## config.mk

```make
export PLATFORM = sky130hd
export DESIGN_NAME = dsp_top
export DESIGN_NICKNAME = d
export VERILOG_FILES = /design/src/verilog/dsp_pkg.sv /design/src/verilog/dsp_top.sv
export SDC_FILE = /design/constraint.sdc
export NUM_CORES = 1
export LEC_CHECK = 0
export BUFFER_PORTS_ARGS = -buffer_cell sky130_fd_sc_hd__clkbuf_2
export CAP_MARGIN = 20
export CELL_PAD_IN_SITES_DETAIL_PLACEMENT = 1
export CELL_PAD_IN_SITES_GLOBAL_PLACEMENT = 2
export CORE_MARGIN = 2
export CORE_UTILIZATION = 38
export CTS_CLUSTER_SIZE = 24
export DETAILED_ROUTE_END_ITERATION = 16
export GPL_TIMING_DRIVEN = 0
export PLACE_DENSITY = 0.83
export SLEW_MARGIN = 20
export SYNTH_ARGS = -nofsm -noshare
export SYNTH_HDL_FRONTEND = slang
export SYNTH_SLANG_ARGS = --single-unit
```

## constraint.sdc

```tcl
create_clock -name clk_sys -period 2.45 [get_ports clk_sys]
set_input_delay 0 -clock clk_sys [delete_from_list [all_inputs] [get_ports clk_sys]]
set_output_delay 0 -clock clk_sys [all_outputs]
set_load 0.02 [all_outputs]
```

## src/verilog/dsp_pkg.sv

```systemverilog
// Constants and types for the debug support port
// Function
// - Strap at reset picks debug or test port
// - Test reset clears scan logic asynchronously
// - Mode select sampled on test clock rise
// - Test data in sampled on test clock rise
// - Data out driven only in shift states
// - Serial clock rise samples in, updates out
// - Serial out comes from a register
// - Breakpoint halts after instruction completes
// - Halted core shows all-ones status
// - Breakpoint disabled raises debug interrupt instead
// - Strobe disable freezes all trace outputs
// - Re-enable restarts trace, host resynchronises
// - Strobe starts at first C, D or F
// - Strobe rises mid window of trace
// - All-status output is AND of status
// - Status updates with processor clock
// - Debug data shows captured data only
`default_nettype none
package dsp_pkg;
    // ********************************
    // Counts and codes
    // ********************************
    localparam logic [1:0]  SEL_WAIT   = 2'h2;          // Edges before strap capture
    localparam int          PKT_LEN    = 17;            // Serial packet length
    localparam logic [4:0]  PKT_LAST   = 5'h10;         // Last bit index of a packet
    localparam int          IR_LEN     = 4;             // Instruction length
    localparam logic [3:0]  IR_IDCODE  = 4'h1;          // Identity read instruction
    localparam logic [3:0]  IR_CAPTURE = 4'h1;          // Captured into IR shifter
    localparam logic [31:0] ID_CODE    = 32'h0000_0001; // Arbitrary value, bit 0 set
    localparam logic [3:0]  STAT_HALT  = 4'hF;          // Halted status code
    localparam logic [3:0]  STAT_C     = 4'hC;          // First strobe codes
    localparam logic [3:0]  STAT_D     = 4'hD;
    // ********************************
    // Types
    // ********************************
    typedef enum logic [3:0] {
        TAP_RESET = 4'h0, TAP_IDLE = 4'h1, TAP_SEL_DR = 4'h3, TAP_CAP_DR = 4'h2,
        TAP_SH_DR = 4'h6, TAP_EX1_DR = 4'h7, TAP_PAU_DR = 4'h5, TAP_EX2_DR = 4'h4,
        TAP_UPD_DR = 4'hC, TAP_SEL_IR = 4'hD, TAP_CAP_IR = 4'hF, TAP_SH_IR = 4'hE,
        TAP_EX1_IR = 4'hA, TAP_PAU_IR = 4'hB, TAP_EX2_IR = 4'h9, TAP_UPD_IR = 4'h8
    } dsp_tap_state_t;
    typedef struct packed {
        logic [3:0] status;     // Core status code
        logic [3:0] cap_data;   // Captured data nibble
        logic       insn_done;  // Current instruction completes
        logic       resume;     // Leave halted state
    } dsp_core_in_t;
    typedef struct packed {
        logic [1:0]         sel_sh;
        logic [1:0]         sel_cnt;
        logic               sel_done;
        logic               jtag_mode;
        logic [2:0]         ds_sh;     // Sync, sync, previous
        logic               ds_lvl;    // Validated serial clock level
        logic [1:0]         dsi_sh;
        logic [4:0]         bit_cnt;
        logic [PKT_LEN-1:0] rx_sh;
        logic [PKT_LEN-1:0] tx_sh;
        logic [PKT_LEN-1:0] rx_data;
        logic               rx_valid;
        logic               ser_out;
        logic [2:0]         bk_sh;
        logic               halt_pend;
        logic               halted;
        logic               dbg_irq;
        logic               tr_ph;     // Trace divider phase
        logic               trace_on;
        logic               strobe;
        logic [3:0]         stat;
        logic [3:0]         dbg_data;
        logic               stat_and;
    } dsp_core_st_t;
    typedef struct packed {
        logic [2:0]        tck_sh;
        logic [1:0]        tms_sh;
        logic [1:0]        tdi_sh;
        dsp_tap_state_t    state;
        logic [IR_LEN-1:0] ir_sh;
        logic [IR_LEN-1:0] ir;
        logic [31:0]       dr_sh;
        logic              tdo;
        logic              tdo_oe;
    } dsp_tap_st_t;
    localparam dsp_core_st_t CORE_RST = '0; // All control cleared
    localparam dsp_tap_st_t  TAP_RST  = '0; // Controller in reset
endpackage
`default_nettype wire

```

## src/verilog/dsp_top.sv

```systemverilog
// Debug support port: test access port, serial debug link and trace
`timescale 1ns/1ns
`default_nettype none
module dsp_top
    import dsp_pkg::*;
(
    input  wire logic               clk_sys,              // System clock
    input  wire logic               reset_n,              // System reset
    input  wire logic               test_port_select,     // Strap pin
    input  wire logic               trst_n,               // Test reset pin
    input  wire logic               tclk,                 // Test clock pin
    input  wire logic               tms,                  // Test mode pin
    input  wire logic               tdi,                  // Test data pin
    output var  logic               tdo,                  // Test data out
    output var  logic               tdo_oe,               // Test data enable
    input  wire logic               dev_serial_clock,     // Serial clock pin
    input  wire logic               dev_serial_in,        // Serial data pin
    output var  logic               dev_serial_out,       // Serial data out
    input  wire logic               breakpoint_request,   // Breakpoint pin
    input  wire logic               breakpoint_disable,   // Config bit
    input  wire logic               status_clock_disable, // Config bit
    input  wire dsp_core_in_t       core_in,              // Core side
    input  wire logic [PKT_LEN-1:0] pkt_tx_data,          // Next response
    output var  logic [PKT_LEN-1:0] pkt_rx_data,          // Received packet
    output var  logic               pkt_rx_valid,         // Packet strobe
    output var  logic               core_halt_req,        // Halt pending
    output var  logic               core_halted,          // Core halted
    output var  logic               debug_irq,            // Debug interrupt
    output var  logic               jtag_mode,            // Selected mode
    output var  logic [3:0]         processor_status_bus, // Trace status
    output var  logic [3:0]         debug_data_bus,       // Trace data
    output var  logic               status_strobe_clock,  // Trace strobe
    output var  logic               all_status_and        // AND of status
);
    // ********************************
    // State and helpers
    // ********************************
    dsp_core_st_t s_r, s_nxt;    // Core side state
    dsp_tap_st_t  t_r, t_nxt;    // Test port state
    logic         tap_rst_n;     // Either reset clears the test port
    logic         link_en;       // Serial link owns the pins
    logic         tap_en;        // Test port owns the pins
    logic         ds_rise;       // Validated serial clock rise
    logic         bk_rise;       // Breakpoint edge
    logic         tck_rise;      // Test clock edges
    logic         tck_fall;
    logic [3:0]   st;            // Status for this window

    // Standard controller transitions
    function automatic dsp_tap_state_t tap_next(input dsp_tap_state_t s, input logic m);
        unique case (s)
            TAP_RESET:  tap_next = m ? TAP_RESET : TAP_IDLE;
            TAP_IDLE:   tap_next = m ? TAP_SEL_DR : TAP_IDLE;
            TAP_SEL_DR: tap_next = m ? TAP_SEL_IR : TAP_CAP_DR;
            TAP_CAP_DR: tap_next = m ? TAP_EX1_DR : TAP_SH_DR;
            TAP_SH_DR:  tap_next = m ? TAP_EX1_DR : TAP_SH_DR;
            TAP_EX1_DR: tap_next = m ? TAP_UPD_DR : TAP_PAU_DR;
            TAP_PAU_DR: tap_next = m ? TAP_EX2_DR : TAP_PAU_DR;
            TAP_EX2_DR: tap_next = m ? TAP_UPD_DR : TAP_SH_DR;
            TAP_UPD_DR: tap_next = m ? TAP_SEL_DR : TAP_IDLE;
            TAP_SEL_IR: tap_next = m ? TAP_RESET : TAP_CAP_IR;
            TAP_CAP_IR: tap_next = m ? TAP_EX1_IR : TAP_SH_IR;
            TAP_SH_IR:  tap_next = m ? TAP_EX1_IR : TAP_SH_IR;
            TAP_EX1_IR: tap_next = m ? TAP_UPD_IR : TAP_PAU_IR;
            TAP_PAU_IR: tap_next = m ? TAP_EX2_IR : TAP_PAU_IR;
            TAP_EX2_IR: tap_next = m ? TAP_UPD_IR : TAP_SH_IR;
            TAP_UPD_IR: tap_next = m ? TAP_SEL_DR : TAP_IDLE;
        endcase
    endfunction

    assign link_en   = s_r.sel_done & ~s_r.jtag_mode;
    assign tap_en    = s_r.sel_done & s_r.jtag_mode;
    assign tap_rst_n = reset_n & trst_n;

    // ********************************
    // Core side next state
    // ********************************
    always_comb begin
        s_nxt          = s_r;
        s_nxt.rx_valid = 1'b0;
        s_nxt.dbg_irq  = 1'b0;
        ds_rise        = 1'b0;
        st             = s_r.stat;
        // Pin synchronisers
        s_nxt.sel_sh = {s_r.sel_sh[0], test_port_select};
        s_nxt.ds_sh  = {s_r.ds_sh[1:0], dev_serial_clock};
        s_nxt.dsi_sh = {s_r.dsi_sh[0], dev_serial_in};
        s_nxt.bk_sh  = {s_r.bk_sh[1:0], breakpoint_request};
        bk_rise      = s_r.bk_sh[1] & ~s_r.bk_sh[2];
        // Strap caught once the synchroniser has filled after release
        if (!s_r.sel_done) begin
            if (s_r.sel_cnt == SEL_WAIT) begin
                s_nxt.sel_done  = 1'b1;
                s_nxt.jtag_mode = s_r.sel_sh[1];
            end else begin
                s_nxt.sel_cnt = s_r.sel_cnt + 2'h1;
            end
        end
        // Level counts only when two samples agree; filters slow edges
        if (s_r.ds_sh[1] == s_r.ds_sh[2]) begin
            s_nxt.ds_lvl = s_r.ds_sh[1];
            ds_rise      = s_r.ds_sh[1] & ~s_r.ds_lvl & link_en;
        end
        // Host pacing keeps the data sync aligned with the clock sync
        if (ds_rise) begin
            s_nxt.rx_sh   = {s_r.rx_sh[PKT_LEN-2:0], s_r.dsi_sh[1]};
            s_nxt.ser_out = s_r.tx_sh[PKT_LEN-1];
            s_nxt.tx_sh   = {s_r.tx_sh[PKT_LEN-2:0], 1'b0};
            s_nxt.bit_cnt = s_r.bit_cnt + 5'h01;
            // Packet complete: hand it over, load the response
            if (s_r.bit_cnt == PKT_LAST) begin
                s_nxt.rx_data  = s_nxt.rx_sh;
                s_nxt.rx_valid = 1'b1;
                s_nxt.tx_sh    = pkt_tx_data;
                s_nxt.bit_cnt  = 5'h00;
            end
        end
        // Halt completes only at an instruction boundary
        if (s_r.halt_pend && core_in.insn_done) begin
            s_nxt.halt_pend = 1'b0;
            s_nxt.halted    = 1'b1;
        end else if (s_r.halted && core_in.resume) begin
            s_nxt.halted = 1'b0;
        end
        // Breakpoint: interrupt when disabled, else request a halt
        if (bk_rise && breakpoint_disable) begin
            s_nxt.dbg_irq = 1'b1;
        end else if (bk_rise && !s_r.halted && !s_r.halt_pend) begin
            s_nxt.halt_pend = 1'b1;
        end
        // Trace divider: window opens on phase 0, strobe rises on phase 1
        // Divider runs on while frozen, so a resume may start on either phase
        s_nxt.tr_ph = ~s_r.tr_ph;
        if (!status_clock_disable) begin
            if (!s_r.tr_ph) begin
                st             = s_r.halted ? STAT_HALT : core_in.status;
                s_nxt.stat     = st;
                s_nxt.stat_and = &st;
                s_nxt.dbg_data = core_in.cap_data;
                s_nxt.strobe   = 1'b0;
                if (st == STAT_C || st == STAT_D || st == STAT_HALT) begin
                    s_nxt.trace_on = 1'b1;
                end
            end else begin
                s_nxt.strobe = s_r.trace_on;
            end
        end
    end

    // ********************************
    // Test port next state
    // ********************************
    always_comb begin
        t_nxt        = t_r;
        t_nxt.tck_sh = {t_r.tck_sh[1:0], tclk};
        t_nxt.tms_sh = {t_r.tms_sh[0], tms};
        t_nxt.tdi_sh = {t_r.tdi_sh[0], tdi};
        tck_rise     = t_r.tck_sh[1] & ~t_r.tck_sh[2] & tap_en;
        tck_fall     = ~t_r.tck_sh[1] & t_r.tck_sh[2] & tap_en;
        // Reset state keeps the identity instruction loaded
        if (t_r.state == TAP_RESET) begin
            t_nxt.ir = IR_IDCODE;
        end
        // Rising edge: shift, capture, update, then advance
        if (tck_rise) begin
            if (t_r.state == TAP_CAP_IR) begin
                t_nxt.ir_sh = IR_CAPTURE;
            end else if (t_r.state == TAP_SH_IR) begin
                t_nxt.ir_sh = {t_r.tdi_sh[1], t_r.ir_sh[IR_LEN-1:1]};
            end else if (t_r.state == TAP_UPD_IR) begin
                t_nxt.ir = t_r.ir_sh;
            end else if (t_r.state == TAP_CAP_DR) begin
                t_nxt.dr_sh = (t_r.ir == IR_IDCODE) ? ID_CODE : 32'h0000_0000;
            end else if (t_r.state == TAP_SH_DR) begin
                // Any other instruction selects the one-bit bypass
                if (t_r.ir == IR_IDCODE) begin
                    t_nxt.dr_sh = {t_r.tdi_sh[1], t_r.dr_sh[31:1]};
                end else begin
                    t_nxt.dr_sh[0] = t_r.tdi_sh[1];
                end
            end
            t_nxt.state = tap_next(t_r.state, t_r.tms_sh[1]);
        end
        // Falling edge: output follows the shift states only
        if (tck_fall) begin
            t_nxt.tdo_oe = (t_r.state == TAP_SH_IR) || (t_r.state == TAP_SH_DR);
            t_nxt.tdo    = (t_r.state == TAP_SH_IR) ? t_r.ir_sh[0] : t_r.dr_sh[0];
        end
        // Pins belong to the serial link: hold the controller in reset
        if (!tap_en) begin
            t_nxt.state  = TAP_RESET;
            t_nxt.tdo_oe = 1'b0;
        end
    end

    // ********************************
    // Registers
    // ********************************
    // Core side, system reset only
    always_ff @(posedge clk_sys or negedge reset_n) begin
        if (!reset_n) begin
            s_r <= CORE_RST;
        end else begin
            s_r <= s_nxt;
        end
    end

    // Test port, also cleared by test reset without a clock
    always_ff @(posedge clk_sys or negedge tap_rst_n) begin
        if (!tap_rst_n) begin
            t_r <= TAP_RST;
        end else begin
            t_r <= t_nxt;
        end
    end

    assign tdo                  = t_r.tdo;
    assign tdo_oe               = t_r.tdo_oe;
    assign dev_serial_out       = s_r.ser_out;
    assign pkt_rx_data          = s_r.rx_data;
    assign pkt_rx_valid         = s_r.rx_valid;
    assign core_halt_req        = s_r.halt_pend;
    assign core_halted          = s_r.halted;
    assign debug_irq            = s_r.dbg_irq;
    assign jtag_mode            = s_r.jtag_mode;
    assign processor_status_bus = s_r.stat;
    assign debug_data_bus       = s_r.dbg_data;
    assign status_strobe_clock  = s_r.strobe;
    assign all_status_and       = s_r.stat_and;

    // ********************************
    // Assertions
    // ********************************
    // Trace port
    a_halt_status: assert property (@(posedge clk_sys) disable iff (!reset_n)
        core_halted && !s_r.tr_ph && !status_clock_disable |=> processor_status_bus == 4'hF)
        else $error("halted status not all ones");
    a_all_and: assert property (@(posedge clk_sys) disable iff (!reset_n)
        all_status_and == (&processor_status_bus))
        else $error("all-status output wrong");
    a_trace_freeze: assert property (@(posedge clk_sys) disable iff (!reset_n)
        status_clock_disable |=> $stable(processor_status_bus) && $stable(status_strobe_clock)
        && $stable(debug_data_bus))
        else $error("trace moved while disabled");
    a_strobe_start: assert property (@(posedge clk_sys) disable iff (!reset_n)
        $rose(s_r.trace_on) |-> processor_status_bus inside {4'hC, 4'hD, 4'hF})
        else $error("strobe started on wrong code");
    // A freeze may hold the strobe high; that is legal, not a centring fault
    a_strobe_centre: assert property (@(posedge clk_sys) disable iff (!reset_n)
        $rose(status_strobe_clock) |-> $stable(processor_status_bus)
        ##1 (!status_strobe_clock || $past(status_clock_disable)))
        else $error("strobe not centred");
    // Breakpoint and halt
    a_breakpoint_request_irq: assert property (@(posedge clk_sys) disable iff (!reset_n)
        bk_rise && breakpoint_disable |=> debug_irq && !$rose(core_halt_req))
        else $error("disabled breakpoint did not interrupt");
    a_halt_wait: assert property (@(posedge clk_sys) disable iff (!reset_n)
        $rose(core_halted) |-> $past(core_in.insn_done) && $past(core_halt_req))
        else $error("halted before instruction end");
    a_breakpoint_request_halt: assert property (@(posedge clk_sys) disable iff (!reset_n)
        bk_rise && !breakpoint_disable && !core_halted |=> core_halt_req || core_halted)
        else $error("breakpoint ignored");
    // Serial link
    a_sout_edge: assert property (@(posedge clk_sys) disable iff (!reset_n)
        $changed(dev_serial_out) |-> $past(ds_rise))
        else $error("serial out moved without clock rise");
    a_ds_valid: assert property (@(posedge clk_sys) disable iff (!reset_n)
        $rose(s_r.ds_lvl) |-> $past(s_r.ds_sh[1]) && $past(s_r.ds_sh[2]))
        else $error("serial clock validated too early");
    // Test port
    a_tdo_enable: assert property (@(posedge clk_sys) disable iff (!tap_rst_n)
        $rose(tdo_oe) |-> $past(t_r.state) inside {TAP_SH_IR, TAP_SH_DR} && $past(tck_fall))
        else $error("output enabled outside shift");
    a_tap_step: assert property (@(posedge clk_sys) disable iff (!tap_rst_n)
        tck_rise && t_r.state == TAP_RESET && !t_r.tms_sh[1] |=> t_r.state == TAP_IDLE)
        else $error("controller did not leave reset");
    a_tdo_shift: assert property (@(posedge clk_sys) disable iff (!tap_rst_n)
        tck_fall && t_r.state == TAP_SH_DR |=> tdo_oe && tdo == $past(t_r.dr_sh[0]))
        else $error("shift output wrong");
    a_tdo_idle: assert property (@(posedge clk_sys) disable iff (!tap_rst_n)
        !tap_en |=> !tdo_oe)
        else $error("output driven in link mode");
    a_ir_reset: assert property (@(posedge clk_sys) disable iff (!tap_rst_n)
        t_r.state == TAP_RESET |=> t_r.ir == IR_IDCODE)
        else $error("reset state lost identity instruction");
    // Strap and trace loading
    a_strap_hold: assert property (@(posedge clk_sys) disable iff (!reset_n)
        s_r.sel_done |=> $stable(jtag_mode) && s_r.sel_done)
        else $error("strap changed after capture");
    a_status_load: assert property (@(posedge clk_sys) disable iff (!reset_n)
        !s_r.tr_ph && !status_clock_disable && !core_halted |=> processor_status_bus == $past(core_in.status))
        else $error("status not loaded");
    a_data_load: assert property (@(posedge clk_sys) disable iff (!reset_n)
        !s_r.tr_ph && !status_clock_disable |=> debug_data_bus == $past(core_in.cap_data))
        else $error("debug data not captured");

    // ********************************
    // Cover points
    // ********************************
    c_trace_start: cover property (@(posedge clk_sys) disable iff (!reset_n) $rose(status_strobe_clock));
    c_halted: cover property (@(posedge clk_sys) disable iff (!reset_n) $rose(core_halted));
    c_irq: cover property (@(posedge clk_sys) disable iff (!reset_n) debug_irq);
    c_packet: cover property (@(posedge clk_sys) disable iff (!reset_n) pkt_rx_valid);
    c_shift: cover property (@(posedge clk_sys) disable iff (!tap_rst_n) $rose(tdo_oe));
endmodule
`default_nettype wire

```

==> results of run 1 <==
metal layers:
metal  vias to the layer above  wire length, microns  global-route usage  part of all wire
met5                         -                     0                   0                 0
met4                         0                   306              0.0793             0.022
met3                        20                   426              0.0396             0.031
met2                        74                  6870               0.312              0.50
met1                      2230                  6050               0.220              0.44
li1                       2108                     -                   -                 -
area by class of cell:
cell class	count	share of cell area
Tap cell	211	0.0348
Buffer	58	0.0442
Sequential cell	140	0.462
Multi-Input combinational cell	333	0.274
Timing Repair Buffer	114	0.103
Inverter	11	0.00544
Clock inverter	13	0.0200
Clock buffer	18	0.0566
critical path, cell delays in order (launching register included):
cell,delay [ps]
dfrtp_1,420
nor4b_2,620
nand2_1,150
nor3_2,490
buf_2,330
a22o_1,160
worst max-delay path by stage:
stage                                startpoint                           to  slack (ps)  cells after the start
after CTS                     t_r[35]$_DFF_PN0_          t_r[17]$_DFFE_PN0P_         180                      5
final                         t_r[35]$_DFF_PN0_          t_r[17]$_DFFE_PN0P_         210                      5
after global placement                  reset_n            t_r[52]$_DFF_PN0_       -1620                      2
after global routing          t_r[35]$_DFF_PN0_          t_r[31]$_DFFE_PN0P_          90                      5
after floorplan           jtag_mode$_DFFE_PN0P_  pkt_rx_data[10]$_DFFE_PN0P_         540                      6
after detailed placement      t_r[35]$_DFF_PN0_          t_r[17]$_DFFE_PN0P_         210                      5
layout by cell type (no fill, tap or decap), drive strengths merged, types with 11 or more instances in the layout:
cell and instances:
a21oi 13, a22o 37, buf 37, clkbuf 112, dfrtp 140, dlygate4sd3 41, inv 11, mux2 25
mux2i 18, nand2 113, nor2 26, o21ai 43
registers in the layout, summed over array words and instances (netlist names), 4 cells and up:
name and count:
s_nxt 6, pkt_rx_data 17, s_r 48, t_nxt 4, processor_status_bus 4, debug_data_bus 4, t_r 47
power breakdown:
| group | switching [uW] | internal [uW] | total (uW) |
|---|---|---|---|
| logic | 282 | 237 | 519 |
| registers | 121 | 2490 | 2620 |
| clock network | 960 | 1580 | 2540 |
| total | 1360 | 4310 | 5680 |
through the flow:
stage	instance area (sq um)	hold WS, ps	setup slack, ps	cells	power, uW
after global routing	7580	218	86.1	898	5930
after global placement	6580	111	-1620	826	3080
final	7580	198	211	898	5680
after detailed placement	6590	112	208	826	3120
after floorplan	5950	-296	536	542	2920
after CTS	7580	203	185	898	5750
cell families (layout without fill, tap and decap cells):
family / Yosys count / after routing / share of synthesized area
DFF: 140 / 140 / 0.589
AOI/OAI and AO/OA: 112 / 112 / 0.127
adders and majority gates: 4 / 4 / 0.00799
and+or+nand+nor: 171 / 171 / 0.132
xor gates and xnor gates: 3 / 3 / 0.00442
buffers and inverters: 69 / 214 / 0.0633
muxes: 43 / 43 / 0.0776
==> impl_metrics.ini, run 1 <==
[outcome]
status = completed

[synth]
synth_warnings = 0
yosysSeqAreaShare = 0.589
synth_nets = 584
synth_cell_types = 48
ys.flop_type = dfrtp_1
synth_commonest_cells = dfrtp_1, nand2_1, o21ai_0
syn_area_per_cell_sq_um = 11.0
async_flop_share = 1.00
synthTopCellsByArea = dfrtp_1, nand2_1, a22o_1, mux2_2, o21ai_0
syn_area_sq_um = 5950
synth_top_area_share = 0.589
yosysMostFrequentCell = dfrtp_1
syn_inst = 542
synth_top_cell_by_area = dfrtp_1
ys_seq_elements = 140
synth-edff-count = 0

[sta]
tightest_slew_ps = 696
setup_viol = 0
hold_viol_final = 0
fmax_mhz = 447
skew_ps = 8.39
finalCritPeriodShare = 0.914
tns_ps = 0
slew_viol_final = 0
slew_headroom = 0.536
rsz0062_at_grt = no
fin_crit_ps = 2240

[setup_path]
regToRegStartpoint = t_r[35]$_DFF_PN0_
rr_worst_depth = 5
start_kind = flip-flop
reg2reg_slack_ps = 210
crit_required_ps = 2810
r2r_end = t_r[17]$_DFFE_PN0P_
crit_arrival_ps = 2600
crit_fanout = 10
end_kind = flip-flop
critical_path_class = reg2reg

[routing]
drtAntennaViolNets = 0
wire_per_inst_microns = 15.2
vias = 4432
wirelength_mm = 13.7
drt-pass1-iter-count = 4
vias_per_cell = 4.94
drc_errors = 0
dr.first_iter.drc_count = 112

[die]
die_w_microns = 129
row_count = 45
core_area_sq_um = 15300
die_h_microns = 129
initial_core_util = 0.390
die-area_sq_um = 16700
io_pins = 74

[layout]
utilization = 0.497
area_growth_pct = 27.4
layout-drive-gt1-share = 0.250
register_area_sq_um = 3500
fill_cells = 1697
nNetsFinal = 717
multiInputGateArea_sq_um = 2070
num_antenna_cells = 0

[global_route]
grt_usage = 0.182
grt_pass1_wl_mm = 24.0
antenna_found_initial = 0
grt_max_degree = 89
grt_overflow = 0
first_global_vias = 4901

[clock_tree]
cts_max_level = 4
cts_sinks = 140
ctsResizeCount = 0
clk_latency_ps = 420
cts_buffers = 17
postCtsSetupBuffers = 0
path_clk_slew_ps = 60
cts_tree = built
root_buffer = clkbuf_16
clock_path_buffers = 2
hold_buffers = 41

[pwr]
power.leakage_uw = 0.00361
power_density_nw_per_um2 = 748
ir_drop_mv = 0.434

[placement]
portBuffers = 73
place.gp.congestion = 0.773
hpwl_mm = 9.13

[hold_path]
min_path_type = in2async

[flow_run]
drv_cap = 0
Note: power is estimated with default switching activity, not from simulation.
==> run 2: changes to the inputs <==
--- a/config.mk
+++ b/config.mk
@@ -7,14 +7,12 @@
 export LEC_CHECK = 0
 export BUFFER_PORTS_ARGS = -buffer_cell sky130_fd_sc_hd__clkbuf_2
 export CAP_MARGIN = 20
-export CELL_PAD_IN_SITES_DETAIL_PLACEMENT = 1
-export CELL_PAD_IN_SITES_GLOBAL_PLACEMENT = 2
 export CORE_MARGIN = 2
-export CORE_UTILIZATION = 38
+export CORE_UTILIZATION = 51
 export CTS_CLUSTER_SIZE = 24
 export DETAILED_ROUTE_END_ITERATION = 16
 export GPL_TIMING_DRIVEN = 0
-export PLACE_DENSITY = 0.83
+export PLACE_DENSITY = 0.75
 export SLEW_MARGIN = 20
 export SYNTH_ARGS = -nofsm -noshare
 export SYNTH_HDL_FRONTEND = slang
==> run 2 against run 1 <==
First-iteration DRC count rose to 2.5 times the previous value. Count of clock-buffer cells in the layout is 9 higher. Die area down 25%. Global-route usage rose by 2.9 points. Combinational power barely moved. Register-to-register slack better by 50 ps. Final area decreased by 0.53%. Critical path type unchanged. Routed wire length fell by 10%. Largest power group is now the clock network. Clock power is 6% higher.
==> impl_metrics.ini, run 2 (same netlist as run 1, synthesis figures left out) <==
[outcome]
status = completed

[routing]
drt-pass1-iter-count = 4
wire_per_inst_microns = 14.7
drc_errors = 0
vias_per_cell = 5.29
vias = 4398
drtAntennaViolNets = 0
wirelength_mm = 12.2
dr.first_iter.drc_count = 280

[global_route]
grt_pass1_wl_mm = 21.1
use_met2 = 0.345
antenna_found_initial = 0
use_met3 = 0.0551
grt_max_degree = 89
grt_usage = 0.211
grt_use_met1 = 0.266
first_global_vias = 4482
gr-max-usage-layer = met2
grt_overflow = 0

[setup_path]
critical_path_class = reg2reg
end_kind = flip-flop
start_kind = flip-flop
path_buf_inv = 1
crit_chain = nor4b_2 > nand2_1 > nor3_2 > buf_2 > a22o_1
crit_fanout = 10
slowest_delay_ps = 590
crit_arrival_ps = 2540
crit_slowest_cell = nor4b_2
crit_family = simple AND/OR/NAND/NOR gates
crit_required_ps = 2810

[layout]
num_antenna_cells = 0
nNetsFinal = 717
layout-drive-gt1-share = 0.247
utilization = 0.661
top_register = s_r
area_growth_pct = 26.7
largest_reg_flops = 48
layout_commonest_cell = dfrtp_1
final_cell_mix = dfrtp_1, nand2_1, clkbuf_2

[die]
initial_core_util = 0.521
die_h_microns = 112
core_area_sq_um = 11400
die-area_sq_um = 12600
io_pins = 74
die_w_microns = 112
row_count = 39

[sta]
slew_viol_final = 0
whs_ps = 175
slew_headroom = 0.549
rsz0062_at_grt = no
finalCritPeriodShare = 0.892
skew_ps = 9.16
fin_crit_ps = 2180
fmax_mhz = 458
tightest_slew_ps = 676
tns_ps = 0
setup_viol = 0
hold_viol_final = 0

[clock_tree]
clock_path_buffers = 2
hold_buffers = 41
cts_tree = built
postCtsSetupBuffers = 0
cts_sinks = 140
path_clk_slew_ps = 60
ctsResizeCount = 0
cts_buffers = 17
root_buffer = clkbuf_16
clk_latency_ps = 420
cts_max_level = 4

[flow_run]
drv_cap = 0

[placement]
place.gp.congestion = 0.831
portBuffers = 73
hpwl_mm = 7.38

[pwr]
p_total_uw = 5820
ir_drop_mv = 0.722
power.leakage_uw = 0.00363
power_density_nw_per_um2 = 772

[hold_path]
min_path_type = in2async
[run 2: cell types whose count changed in the layout (fill, tap and decap cells not counted)]
cell,change
clkbuf_8,+6
clkinv_2,-5
clkbuf_1,+3
clkinvlp_4,-2
clkinv_4,-1
[run 2: layout make-up]
class,instances,area [sq um]
timing repair buffer,114,785
tap,143,179
multi-input combinational,333,2070
clock inverter,5,103
buffer,58,335
clock buffer,27,523
sequential,140,3500
inverter,11,41.3
fill,847,3870
[run 2: final timing paths]
path / from / to / slack (ps) / cells past startpoint
max in group asynchronous: reset_n / tdo$_DFFE_PN0P_ / 1070 / 3
min in group clk_sys: tms / t_nxt[49]$_DFF_PN0_ / 230 / 2
worst max register to register: t_r[35]$_DFF_PN0_ / t_r[19]$_DFFE_PN0P_ / 270 / 5
worst max-delay path: t_r[35]$_DFF_PN0_ / t_r[19]$_DFFE_PN0P_ / 270 / 5
worst min register to register: t_nxt[47]$_DFF_PN0_ / t_r[47]$_DFF_PN0_ / 350 / 0
worst min-delay path: reset_n / processor_status_bus[2]$_DFFE_PN0P_ / 180 / 2
[run 2: report_power, final]
part | internal [uW] | switching [uW]
Sequential | 2490 | 124
Clock | 1760 | 919
Combinational | 237 | 282
Total | 4500 | 1330
[run 2: layer usage]
metal / up-vias / share of wire
met5: - / 0
met4: 0 / 0.018
met3: 19 / 0.045
met2: 112 / 0.49
met1: 2153 / 0.44
li1: 2114 / -
[run 2: per-stage QoR]
step | cell area, sq um | setup slack (ps) | cells
after global routing | 7540 | 68.4 | 831
after CTS | 7540 | 256 | 831
final | 7540 | 265 | 831
after detailed placement | 6510 | 284 | 758
after global placement | 6500 | -1460 | 758
after floorplan | 5950 | 536 | 542
==> run 3: changes to the inputs <==
--- a/config.mk
+++ b/config.mk
@@ -12,7 +12,9 @@
 export CTS_CLUSTER_SIZE = 24
 export DETAILED_ROUTE_END_ITERATION = 16
 export GPL_TIMING_DRIVEN = 0
+export MAX_ROUTING_LAYER = met4
 export PLACE_DENSITY = 0.75
+export SETUP_SLACK_MARGIN = 0.5
 export SLEW_MARGIN = 20
 export SYNTH_ARGS = -nofsm -noshare
 export SYNTH_HDL_FRONTEND = slang
==> run 3 against run 2 <==
Non-clock buffer count increased by 18. Hold slack worse by 9.4 ps. Sequential share of layout area is 1.3 points lower. Die area unchanged. Final area up 3.0%. Fmax rose by 12%. Sequential power barely moved. Routed wire length rose by 3.2%. Largest power group unchanged.
==> impl_metrics.ini, run 3 (same netlist as run 1, synthesis figures left out) <==
[sta]
rsz0062_at_grt = yes
setup_viol = 0
tightest_slew_ps = 680
finalCritPeriodShare = 0.795
slew_viol_final = 0
slew_headroom = 0.546
hold_viol_final = 0
skew_ps = 7.03
fin_crit_ps = 1950
fmax_mhz = 513

[pwr]
p_int_uw = 4500
seqPwrFrac = 0.448
power_density_nw_per_um2 = 751
clockPowerShare = 0.461
p_sw_uw = 1330
p_total_uw = 5840
ir_drop_mv = 0.725
swShare = 0.229
power.leakage_uw = 0.00379
comb_power_share = 0.091

[setup_path]
crit_required_ps = 2750
critical_path_class = reg2reg
end_kind = flip-flop
start_kind = flip-flop
crit_fanout = 6
regToRegStartpoint = t_r[37]$_DFF_PN0_
crit_arrival_ps = 2250
cp-startpoint = t_r[37]$_DFF_PN0_

[placement]
place.gp.congestion = 0.844
placed_cell_area_sq_um = 6510
portBuffers = 73
hpwl_mm = 7.38

[die]
die_h_microns = 112
core_area_sq_um = 11400
die_w_microns = 112
row_count = 39
initial_core_util = 0.521
io_pins = 74
die-area_sq_um = 12600

[global_route]
first_global_vias = 4498
antenna_found_initial = 0
grt_overflow = 0
grt_max_degree = 89
grt_usage = 0.218
grt_pass1_wl_mm = 21.2

[outcome]
status = completed

[layout]
fill_cells = 814
layout_commonest_cell = dfrtp_1
top_register = s_r
register_area_sq_um = 3510
area_growth_pct = 30.5
nNetsFinal = 735
multiInputGateArea_sq_um = 2110
num_antenna_cells = 0
largest_reg_flops = 48
fin_area_sq_um = 7770
layout-drive-gt1-share = 0.286
final_cell_mix = dfrtp_1, nand2_1, clkbuf_2

[clock_tree]
root_buffer = clkbuf_16
cts_buffers = 17
cts_sinks = 140
path_clk_slew_ps = 60
cts_max_level = 4
clk_latency_ps = 420
clock_path_buffers = 2
cts_tree = built

[hold_path]
min_path_type = in2async

[routing]
wire_per_inst_microns = 14.9
drtAntennaViolNets = 0
dr.first_iter.drc_count = 274
wirelength_mm = 12.6
drc_errors = 0
drt-pass1-iter-count = 4
vias = 4465
vias_per_cell = 5.26

[flow_run]
drv_cap = 0
-- run 3: layout make-up --
type                       count  share of cell area
buffer                        58              0.0475
clock buffer                  27              0.0673
clock inverter                 5              0.0132
inverter                      11             0.00531
multi-input combinational    333               0.272
sequential                   140               0.452
tap                          143              0.0230
timing repair buffer         132               0.120
-- run 3: layer usage --
metal | global-route usage | vias up | wire length [microns] | share of wire
li1 | - | 2148 | - | -
met5 | - | - | 0 | 0
met4 | 0.0854 | 0 | 218 | 0.017
met2 | 0.349 | 105 | 6390 | 0.51
met1 | 0.266 | 2190 | 5530 | 0.44
met3 | 0.0589 | 22 | 487 | 0.039
-- run 3: critical path, cell delays in order, from the launching register on --
cell and delay (ps):
dfrtp_2 450, or4b_4 550, buf_6 150, a21o_1 180
buf_6 140, buf_4 130, a22o_1 220
-- run 3: worst paths after layout --
check / endpoint / slack [ps] / cells past startpoint
max: t_r[8]$_DFFE_PN0P_ / 500 / 6
min: processor_status_bus[3]$_DFFE_PN0P_ / 170 / 2
max reg2reg: t_r[8]$_DFFE_PN0P_ / 500 / 6
min reg2reg: t_r[47]$_DFF_PN0_ / 350 / 0
max in group asynchronous: t_r[37]$_DFF_PN0_ / 1030 / 3
min in group clk_sys: t_nxt[49]$_DFF_PN0_ / 230 / 2
-- run 3: repair_timing --
item                                    4_1_cts  5_1_grt
buffers inserted                              1       15
cloned                                        0        2
hold buffers                                 41        0
endpoints found under the setup margin       38       38
pin swaps                                     0       14
resized for setup                            10       26
hold endpoints to repair                    177        0
-- run 3: power groups by stage --
stage	Combinational [uW]	Sequential (uW)	Clock [uW]
after floorplan	286	2640	0
after global placement	430	2640	0
after detailed placement	453	2650	0
after CTS	517	2610	2720
after global routing	604	2640	2830
final	529	2620	2690
-- run 3: metrics by stage --
stage	util	TNS, ps	worst slack, ps	std cells	hold WS [ps]
after CTS	0.664	0	501	832	211
after global routing	0.680	0	443	849	215
after global placement	0.569	-77400	-1460	758	109
after detailed placement	0.570	0	284	758	100
after floorplan	-	0	536	542	-296
final	0.680	0	501	849	166
